File: config.mk
export PLATFORM = sky130hd
export DESIGN_NAME = iar_top
export DESIGN_NICKNAME = d
export VERILOG_FILES = /design/src/pkg/iar_pkg.sv /design/src/pkg/iar_stream_if.sv /design/src/rtl/iar_fifo.sv /design/src/rtl/iar_top.sv
export VERILOG_INCLUDE_DIRS = /design/src /design/src/pkg
export SDC_FILE = /design/constraint.sdc
export NUM_CORES = 2
export LEC_CHECK = 0
export BUFFER_PORTS_ARGS = -buffer_cell sky130_fd_sc_hd__buf_2
export CORE_MARGIN = 8
export CORE_UTILIZATION = 45
export DETAILED_ROUTE_END_ITERATION = 16
export GPL_TIMING_DRIVEN = 0
export PLACE_DENSITY = 0.66
export SLEW_MARGIN = 20
export SYNTH_ARGS = -nofsm -noshare
export SYNTH_HDL_FRONTEND = slang
export SYNTH_HIERARCHICAL = 1
export SYNTH_SLANG_ARGS = --single-unit
export TNS_END_PERCENT = 10
File: constraint.sdc
create_clock -name clk -period 34.3 [get_ports clk]
set_clock_uncertainty 0.2 [all_clocks]
set_input_delay 6.86 -clock clk [delete_from_list [all_inputs] [get_ports clk]]
set_output_delay 6.86 -clock clk [all_outputs]
set_load 0.05 [all_outputs]
File: src/pkg/iar_cfg.svh
// Notes on behaviour
// - Halve sample clock, channels in opposite phase.
// - Two 12-bit output buses at half rate.
// - Output words are twos complement.
// - Strobes time capture, not the sample clock.
// - Correct offset and gain per channel, timing skew on channel B only.
// - Load configuration from nonvolatile memory at power-up.
// - Active-low reset forces a full configuration reload.
// - Outputs forced high until reload finishes.
// - Reload starts at reset release.
// - Reload ends within 87 ms of release.
// - Strobes return only after reload completes.
// - Gate input stops strobes; restart on channel A.
// - Overrange flag timed with channel B data.
`ifndef IAR_CFG_SVH
`define IAR_CFG_SVH

// Sample and buffer geometry.
`define IAR_SAMPLE_W 12
`define IAR_PAIR_W 25
`define IAR_FIFO_DEPTH 16

// Clock and timing figures in their own units.
`define IAR_CLK_PERIOD_NS 40
`define IAR_RESET_MIN_NS 200
`define IAR_RELOAD_MAX_MS 87
// Longest time, so the division rounds down.
`define IAR_RELOAD_CYCLES ((`IAR_RELOAD_MAX_MS * 1000000) / `IAR_CLK_PERIOD_NS)

// Configuration words held in nonvolatile memory.
`define IAR_CFG_ADDR_OFF_A 3'h0
`define IAR_CFG_ADDR_OFF_B 3'h1
`define IAR_CFG_ADDR_GAIN_A 3'h2
`define IAR_CFG_ADDR_GAIN_B 3'h3
`define IAR_CFG_ADDR_SKEW 3'h4
`define IAR_CFG_ADDR_LAST 3'h4

// Coefficient reset values: unity gain, no offset, no skew.
`define IAR_GAIN_RST 12'h400
`define IAR_OFF_RST 12'h000
`define IAR_SKEW_RST 12'h000
`define IAR_GAIN_SHIFT 10

// Converter code to twos complement and forced-high patterns.
`define IAR_SIGN_FLIP 12'h800
`define IAR_FORCED_HIGH 12'hfff

`endif

File: src/pkg/iar_pkg.sv
`include "iar_cfg.svh"

package iar_pkg;

  // Configuration reload sequencer states.
  typedef enum logic [2:0] {
    IAR_CFG_ISSUE = 3'b001,
    IAR_CFG_WAIT  = 3'b010,
    IAR_CFG_RUN   = 3'b100
  } iar_cfg_state_type;

  // Output presentation states.
  typedef enum logic [2:0] {
    IAR_OUT_IDLE = 3'b001,
    IAR_OUT_A    = 3'b010,
    IAR_OUT_B    = 3'b100
  } iar_out_state_type;

  // One corrected sample pair as it travels through the buffer.
  typedef struct packed {
    logic        ovr;
    logic [11:0] a;
    logic [11:0] b;
  } iar_pair_type;

endpackage

File: src/pkg/iar_stream_if.sv
`timescale 1ns/1ps

// Valid/ready stream between the capture path, the buffer and the output stage.
interface iar_stream_if #(parameter int W = 25);
  logic [W-1:0] data;   // Payload word.
  logic         valid;  // Source offers a word.
  logic         ready;  // Sink accepts it this cycle.

  modport src (output data, output valid, input ready);
  modport snk (input data, input valid, output ready);
endinterface // iar_stream_if

File: src/rtl/iar_fifo.sv
`timescale 1ns/1ps

module iar_fifo #(
  parameter int WIDTH = 25,
  parameter int DEPTH = 16
) (
  input wire logic    clk,
  input wire logic    resetn,
  iar_stream_if.snk   wr,
  iar_stream_if.src   rd
);
  localparam int AW = $clog2(DEPTH);

  logic [WIDTH-1:0] mem_q [DEPTH];  // Storage array.
  logic [AW-1:0]    wptr_q;         // Next write slot.
  logic [AW-1:0]    rptr_q;         // Next read slot.
  logic [AW:0]      count_q;        // Words held in the array.
  logic [WIDTH-1:0] out_q;          // Registered read data.
  logic             out_v_q;        // Read register holds a word.
  logic             push;
  logic             fetch;

  // Full is honest: the array alone is counted, the read register is extra.
  assign wr.ready = (count_q != (AW+1)'(DEPTH));
  assign push     = wr.valid && wr.ready;
  // Refill the read register when empty or being drained.
  assign fetch    = (count_q != '0) && (!out_v_q || rd.ready);
  assign rd.data  = out_q;
  assign rd.valid = out_v_q;

  // The array has no reset; pointers, count and read valid carry the control state.
  always_ff @(posedge clk) begin
    if (push) begin
      mem_q[wptr_q] <= wr.data;
    end
  end

  // Pointer and occupancy bookkeeping.
  always_ff @(posedge clk or negedge resetn) begin
    if (!resetn) begin
      wptr_q  <= '0;
      rptr_q  <= '0;
      count_q <= '0;
    end else begin
      if (push) begin
        wptr_q <= wptr_q + 1'b1;
      end
      if (fetch) begin
        rptr_q <= rptr_q + 1'b1;
      end
      count_q <= count_q + (AW+1)'(push) - (AW+1)'(fetch);
    end
  end

  // Read register, so the drain side sees flip-flop outputs.
  always_ff @(posedge clk or negedge resetn) begin
    if (!resetn) begin
      out_q   <= '0;
      out_v_q <= 1'b0;
    end else if (fetch) begin
      out_q   <= mem_q[rptr_q];
      out_v_q <= 1'b1;
    end else if (rd.ready) begin
      out_v_q <= 1'b0;
    end
  end
endmodule // iar_fifo

File: src/rtl/iar_top.sv
`timescale 1ns/1ps
`include "iar_cfg.svh"

module iar_top
  import iar_pkg::*;
#(
  parameter int unsigned RELOAD_CYCLES = `IAR_RELOAD_CYCLES
) (
  input  wire logic        clk,
  input  wire logic        resetn,
  input  wire logic [11:0] chan_a_raw,
  input  wire logic [11:0] chan_b_raw,
  input  wire logic        ovr_a_raw,
  input  wire logic        ovr_b_raw,
  input  wire logic        strobe_gate_enable,
  input  wire logic [15:0] nvm_rd_data,
  input  wire logic        nvm_rd_valid,
  output logic             chan_a_conv_clk,
  output logic             chan_b_conv_clk,
  output logic             nvm_rd_req,
  output logic [2:0]       nvm_addr,
  output logic [11:0]      chan_a_data,
  output logic [11:0]      chan_b_data,
  output logic             chan_a_data_strobe,
  output logic             chan_b_data_strobe,
  output logic             overrange_flag,
  output logic             cfg_done
);

  iar_cfg_state_type cfg_q;          // Reload sequencer state.
  iar_out_state_type out_q;          // Output presentation state.
  logic [21:0]       timer_q;        // Cycles since reset release.
  logic [2:0]        addr_q;         // Configuration word being fetched.
  logic              req_q;          // Read request pulse to the memory.
  logic [11:0]       off_a_q;        // Channel A offset.
  logic [11:0]       off_b_q;        // Channel B offset.
  logic [11:0]       gain_a_q;       // Channel A gain, 1.0 at 0x400.
  logic [11:0]       gain_b_q;       // Channel B gain.
  logic [11:0]       skew_q;         // Clock-timing skew weight.
  logic              conv_a_q;       // Halved clock for channel A.
  logic              conv_b_q;       // Halved clock for channel B.
  logic [11:0]       a_s_q;          // Last channel A sample, twos complement.
  logic [11:0]       a_prev_q;       // The A sample before that.
  logic              ovr_a_q;        // Overrange seen on the held A sample.
  iar_pair_type      pair_q;         // Corrected pair awaiting the buffer.
  logic              pair_v_q;       // Pair register is occupied.
  iar_pair_type      hold_q;         // Pair being presented on the pins.
  logic              gate_s1_q;      // Gate synchroniser, first stage.
  logic              gate_s2_q;      // Gate synchroniser, second stage.
  logic              gate_s3_q;      // Gate synchroniser, third stage.
  logic              gate_on_q;      // Debounced gate level.
  logic [11:0]       b_s;            // Current channel B sample, twos complement.
  logic [12:0]       a_diff;         // A slope used for skew correction.
  logic signed [24:0] skew_prod;     // Slope times skew weight.
  logic              running;        // Reload has finished or timed out.
  logic              pop;            // Output stage takes a pair.
  logic              last_word;      // Fetching the final configuration word.
  logic              timeout;        // Reload deadline reached.

  iar_stream_if #(.W(`IAR_PAIR_W)) push_if ();
  iar_stream_if #(.W(`IAR_PAIR_W)) pop_if ();

  // Correct one sample: remove offset, add skew term, scale, saturate.
  function automatic logic [11:0] iar_corr(input logic signed [11:0] s,
                                           input logic signed [11:0] off,
                                           input logic signed [11:0] gain,
                                           input logic signed [12:0] adj);
    logic signed [13:0] c;
    logic signed [27:0] p;
    c = 14'(s) - 14'(off) + 14'(adj);
    p = (28'(c) * 28'(gain)) >>> `IAR_GAIN_SHIFT;
    if (p > 28'sd2047) begin
      return 12'h7ff;
    end else if (p < -28'sd2048) begin
      return 12'h800;
    end else begin
      return p[11:0];
    end
  endfunction

  assign running   = (cfg_q == IAR_CFG_RUN);
  assign last_word = (addr_q == `IAR_CFG_ADDR_LAST);
  assign timeout   = (timer_q == 22'(RELOAD_CYCLES - 1));
  assign cfg_done  = running;
  assign nvm_rd_req = req_q;
  assign nvm_addr   = addr_q;
  assign chan_a_conv_clk = conv_a_q;
  assign chan_b_conv_clk = conv_b_q;

  // Reload sequencer, also entered at power-up.
  // Async reset parks it in ISSUE, so fetching begins at release.
  always_ff @(posedge clk or negedge resetn) begin
    if (!resetn) begin
      cfg_q  <= IAR_CFG_ISSUE;
      addr_q <= 3'h0;
      req_q  <= 1'b0;
    end else begin
      req_q <= 1'b0;
      case (cfg_q)
        IAR_CFG_ISSUE: begin
          req_q <= 1'b1;
          cfg_q <= IAR_CFG_WAIT;
        end
        IAR_CFG_WAIT: begin
          if (nvm_rd_valid && last_word) begin
            cfg_q <= IAR_CFG_RUN;
          end else if (nvm_rd_valid) begin
            addr_q <= addr_q + 3'h1;
            cfg_q  <= IAR_CFG_ISSUE;
          end
        end
        IAR_CFG_RUN: begin
          cfg_q <= IAR_CFG_RUN;
        end
        default: begin
          cfg_q <= IAR_CFG_ISSUE;
        end
      endcase
      // A silent memory must not hold the device off for ever.
      if (!running && timeout) begin
        cfg_q <= IAR_CFG_RUN;
      end
    end
  end

  // Deadline counter; it stops once the block is running.
  always_ff @(posedge clk or negedge resetn) begin
    if (!resetn) begin
      timer_q <= 22'h000000;
    end else if (!running) begin
      timer_q <= timer_q + 22'h000001;
    end
  end

  // Reset returns coefficients to defaults before the reload.
  always_ff @(posedge clk or negedge resetn) begin
    if (!resetn) begin
      off_a_q  <= `IAR_OFF_RST;
      off_b_q  <= `IAR_OFF_RST;
      gain_a_q <= `IAR_GAIN_RST;
      gain_b_q <= `IAR_GAIN_RST;
      skew_q   <= `IAR_SKEW_RST;
    end else if (cfg_q == IAR_CFG_WAIT && nvm_rd_valid) begin
      case (addr_q)
        `IAR_CFG_ADDR_OFF_A:  off_a_q  <= nvm_rd_data[11:0];
        `IAR_CFG_ADDR_OFF_B:  off_b_q  <= nvm_rd_data[11:0];
        `IAR_CFG_ADDR_GAIN_A: gain_a_q <= nvm_rd_data[11:0];
        `IAR_CFG_ADDR_GAIN_B: gain_b_q <= nvm_rd_data[11:0];
        `IAR_CFG_ADDR_SKEW:   skew_q   <= nvm_rd_data[11:0];
        default:              skew_q   <= skew_q;
      endcase
    end
  end

  // Divide by two; the two clocks are always complements.
  always_ff @(posedge clk or negedge resetn) begin
    if (!resetn) begin
      conv_a_q <= 1'b0;
      conv_b_q <= 1'b1;
    end else begin
      conv_a_q <= ~conv_a_q;
      conv_b_q <= ~conv_b_q;
    end
  end

  // Flip the sign bit to turn converter code into twos complement.
  assign b_s       = chan_b_raw ^ `IAR_SIGN_FLIP;
  assign a_diff    = 13'($signed(a_s_q) - $signed(a_prev_q));
  assign skew_prod = 25'($signed(a_diff) * $signed(skew_q));

  // Channel A is taken while its halved clock is high, B on the other half.
  // A full buffer stalls capture; samples arriving then are lost.
  always_ff @(posedge clk or negedge resetn) begin
    if (!resetn) begin
      a_s_q    <= 12'h000;
      a_prev_q <= 12'h000;
      ovr_a_q  <= 1'b0;
      pair_q   <= '0;
      pair_v_q <= 1'b0;
    end else begin
      if (push_if.ready) begin
        pair_v_q <= 1'b0;
      end
      if (conv_a_q) begin
        a_prev_q <= a_s_q;
        a_s_q    <= chan_a_raw ^ `IAR_SIGN_FLIP;
        ovr_a_q  <= ovr_a_raw;
      end else if (running && (!pair_v_q || push_if.ready)) begin
        // Gain and offset per channel, timing skew on B.
        pair_q.a <= iar_corr(a_s_q, off_a_q, gain_a_q, 13'sd0);
        pair_q.b <= iar_corr(b_s, off_b_q, gain_b_q,
                             13'(skew_prod >>> `IAR_GAIN_SHIFT));
        // Flag covers this B sample and the A before it.
        pair_q.ovr <= ovr_a_q | ovr_b_raw;
        pair_v_q   <= 1'b1;
      end
    end
  end

  assign push_if.data  = pair_q;
  assign push_if.valid = pair_v_q;

  iar_fifo #(
    .WIDTH (`IAR_PAIR_W),
    .DEPTH (`IAR_FIFO_DEPTH)
  ) u_fifo (
    .clk    (clk),
    .resetn (resetn),
    .wr     (push_if),
    .rd     (pop_if)
  );

  // Gate pin passes three stages; a change counts once stages two and three agree.
  always_ff @(posedge clk or negedge resetn) begin
    if (!resetn) begin
      gate_s1_q <= 1'b0;
      gate_s2_q <= 1'b0;
      gate_s3_q <= 1'b0;
      gate_on_q <= 1'b0;
    end else begin
      gate_s1_q <= strobe_gate_enable;
      gate_s2_q <= gate_s1_q;
      gate_s3_q <= gate_s2_q;
      if (gate_s2_q == gate_s3_q) begin
        gate_on_q <= gate_s3_q;
      end
    end
  end

  // New pairs start only with the gate open, so restart is on A.
  assign pop = running && gate_on_q && pop_if.valid && (out_q != IAR_OUT_A);
  assign pop_if.ready = pop;

  // Each bus updates once per pair, half the sample clock rate.
  // Strobes rise with their data, each for one cycle; capture is timed by them.
  always_ff @(posedge clk or negedge resetn) begin
    if (!resetn) begin
      // Forced high while reset is held.
      out_q              <= IAR_OUT_IDLE;
      hold_q             <= '0;
      chan_a_data        <= `IAR_FORCED_HIGH;
      chan_b_data        <= `IAR_FORCED_HIGH;
      chan_a_data_strobe <= 1'b1;
      chan_b_data_strobe <= 1'b1;
      overrange_flag     <= 1'b1;
    end else if (!running) begin
      // Still forced high until the reload has finished.
      out_q              <= IAR_OUT_IDLE;
      chan_a_data        <= `IAR_FORCED_HIGH;
      chan_b_data        <= `IAR_FORCED_HIGH;
      chan_a_data_strobe <= 1'b1;
      chan_b_data_strobe <= 1'b1;
      overrange_flag     <= 1'b1;
    end else if (!gate_on_q) begin
      // Closed gate stops both strobes; a half-shown pair is dropped.
      out_q              <= IAR_OUT_IDLE;
      chan_a_data_strobe <= 1'b0;
      chan_b_data_strobe <= 1'b0;
    end else begin
      // Strobe pulses start only from here, after the reload.
      chan_a_data_strobe <= 1'b0;
      chan_b_data_strobe <= 1'b0;
      case (out_q)
        IAR_OUT_IDLE, IAR_OUT_B: begin
          if (pop) begin
            hold_q             <= pop_if.data;
            chan_a_data        <= pop_if.data[23:12];
            chan_a_data_strobe <= 1'b1;
            out_q              <= IAR_OUT_A;
          end else begin
            out_q <= IAR_OUT_IDLE;
          end
        end
        IAR_OUT_A: begin
          // Flag moves together with the B word.
          chan_b_data        <= hold_q.b;
          overrange_flag     <= hold_q.ovr;
          chan_b_data_strobe <= 1'b1;
          out_q              <= IAR_OUT_B;
        end
        default: begin
          out_q <= IAR_OUT_IDLE;
        end
      endcase
    end
  end
endmodule // iar_top

==> metrics.yaml <==
floorplanning:
  rows: 114
  pin_count: 80
  die-area_mm2: 0.1067
  placeableCoreArea_mm2: 0.09614
  initial_core_util: 0.4518
  die_h_um: 326.7
  die_x_um: 326.7
clock_network:
  cts_resized: 0
  cts_root_buf: "clkbuf_16"
  cts_tree: "yes"
  numCtsBuffers: 69
  post_cts_buffers: 0
  clk_latency_ns: 0.63
  clkTransAtPathRegs_ns: 0.06
  cts_max_level: 3
  clock_sinks: 628
  clk_path_buf_depth: 3
  holdBufCountCts: 0
place:
  pre_cts_ws_ns: 17.81
  dp_hpwl_um: 75160
  gp_congestion: 0.8504
  place_inst: 4937
  port_buffers: 75
timing:
  finalHoldViolCount: 0
  slew_headroom: 0.4127
  rsz0062_at_grt: "no"
  setup_viol: 0
  fin_crit_sh: 0.4789
  fmax_mhz: 60.88
  finalMaxSlewViolations: 0
  fin_crit_ns: 16.43
  setup_slack_ns: 17.87
  whs_ns: 0.1508
  tightest_slew_ns: 0.8778
  setup-tns-final_ns: 0
final_layout:
  multi_input_area_mm2: 0.02279
  drive_gt1_frac: 0.1401
  stdcell_count: 5065
  diodes: 0
  ff_latch_area_mm2: 0.01776
  nets: 4436
  fillCellCount: 8360
  syn2layout_area_growth_pct: 11.18
  final_cell_mix: "inv_1, fa_1, nand2_1"
  layout_commonest_cell: "inv_1"
worst_setup_path:
  cp.arrival_ns: 16.73
  crit_type: "reg -> reg"
  cp_max_fo: 10
  crit_top_cell: "inv_1"
  crit_required_ns: 34.61
  max_stage_delay_ns: 0.58
  endpoint_kind: "register"
  critPathSlowestCell: "ha_1"
  critPathLaunchType: "register"
detailed_routing:
  via_count: 26420
  vias_per_cell: 5.216
  ant_nets: 0
  drt_iter0_drc: 1713
  routed_wl_um: 97110
  drc: 0
  wl_per_cell_um: 19.17
  dr.pass1.iters: 6
global_routing:
  grt_pass1_wl_um: 154600
  grt_pass1_vias: 27500
  antenna_found_initial: 3
  grt_usage: 0.1831
  grt_start_max_net_pins: 92
  gr-total-overflow: 0
synth:
  yosys_warnings: 6
  synth_area_per_cell_um2: 12.22
  synth_edf_count: 400
  synthArstFlopShare: 0.3631
  synth-seq-cells: 628
  ys_seq_area_frac: 0.4088
  synth_nets: 4259
  syn_area_mm2: 0.04343
  syn_inst: 3555
  ys_types: 88
  synth_ff_type: "edfxtp_1"
run_status:
  status: "complete, no violations"
run:
  max_cap_violations: 0
hold_path:
  hold_path_class: "reg -> reg"
worst max-delay path, delay by kind of cell, from the launching register on:
| kind | cells | cell delay, ns |
|---|---|---|
| fa+ha+maj | 15 | 6.94 |
| compound gates | 20 | 5.22 |
| buf+inv | 16 | 2.18 |
| flops | 1 | 0.43 |
| simple gates | 6 | 0.86 |
| xor+xnor | 2 | 0.50 |
flip-flops by register name, summed over array words and instances, names as in the netlist, 4 cells and up:
register        flops
chan_a_data        12
skew_q             12
u_fifo/mem_q      400
pair_q             25
hold_q             13
u_fifo/wptr_q       4
timer_q            22
off_b_q            12
u_fifo/count_q      5
a_s_q              12
chan_b_data        12
a_prev_q           12
u_fifo/rptr_q       4
gain_b_q           12
off_a_q            12
u_fifo/rd.data     25
gain_a_q           12
stage by stage:
step,util,cell area [um^2]
after floorplan,-,43430
after global placement,0.4723,45400
after detailed placement,0.4780,45960
after CTS,0.5023,48290
after global routing,0.5023,48290
final,0.5023,48290
cell type report:
| type | count | share of cell area |
|---|---|---|
| multi-input cells | 2188 | 0.4719 |
| plain buffers | 152 | 0.01555 |
| clock buffers | 97 | 0.03962 |
| well taps | 1276 | 0.03306 |
| flip-flops and latches | 628 | 0.3677 |
| repair buffers | 106 | 0.01783 |
| inverters | 587 | 0.04563 |
| clock inverters | 31 | 0.008706 |
logic make-up (layout without fill, tap and decap cells):
logic type,after synthesis,count (layout),synth area share
xor+xnor,120,120,0.02452
flops,628,628,0.4088
simple gates,907,907,0.09956
compound gates,279,279,0.04814
fa+ha+maj,659,659,0.2676
mux,223,223,0.08337
buf+inv,739,973,0.06801
synthesized netlist by cell type (8+ instances only):
master,instances,area share
inv_1,585,0.051
fa_1,450,0.21
nand2_1,410,0.035
edfxtp_1,400,0.28
ha_1,208,0.060
dfrtp_1,196,0.11
and2_1,161,0.023
nor2_1,130,0.011
clkbuf_1,104,0.0090
mux4_2,92,0.048
mux2_2,86,0.022
xnor2_1,85,0.017
a21oi_1,63,0.0073
nand3_1,48,0.0055
o21ai_0,47,0.0054
nand2b_1,40,0.0058
mux2i_1,37,0.0085
xor2_1,34,0.0069
dfstp_2,32,0.019
buf_2,28,0.0032
nor2b_1,27,0.0039
o22ai_1,27,0.0039
a221oi_2,26,0.0090
a21o_1,20,0.0035
nor3_1,17,0.0020
a221o_1,12,0.0028
and3_1,11,0.0016
buf_6,10,0.0026
nor4_1,10,0.0014
o21a_1,10,0.0017
o21bai_1,10,0.0017
o22a_1,10,0.0020
or3_1,10,0.0014
mux4_1,8,0.0048
routing by layer:
layer,GRT usage,up-vias,routed length [um]
met5,0,-,13
met4,0.04725,2,2238
met3,0.03192,137,5212
met2,0.2997,637,46690
met1,0.2535,13560,42950
li1,-,12080,-
worst paths after layout:
path	start	endpoint	slack [ns]	cells past startpoint
setup / recovery	a_s_q[2]	pair_q[5]	17.87	59
hold / removal	gate_s1_q	gate_s2_q	0.15	0
setup reg to reg	a_s_q[2]	pair_q[5]	17.87	59
hold reg to reg	gate_s1_q	gate_s2_q	0.15	0
max in group asynchronous	resetn	a_prev_q[5]	26.58	3
min in group asynchronous	resetn	hold_q[4]	5.94	1
Power is left out: the tool's default activity adds up to more than one toggle a clock period on the data nets, which glitch-free logic cannot reach.
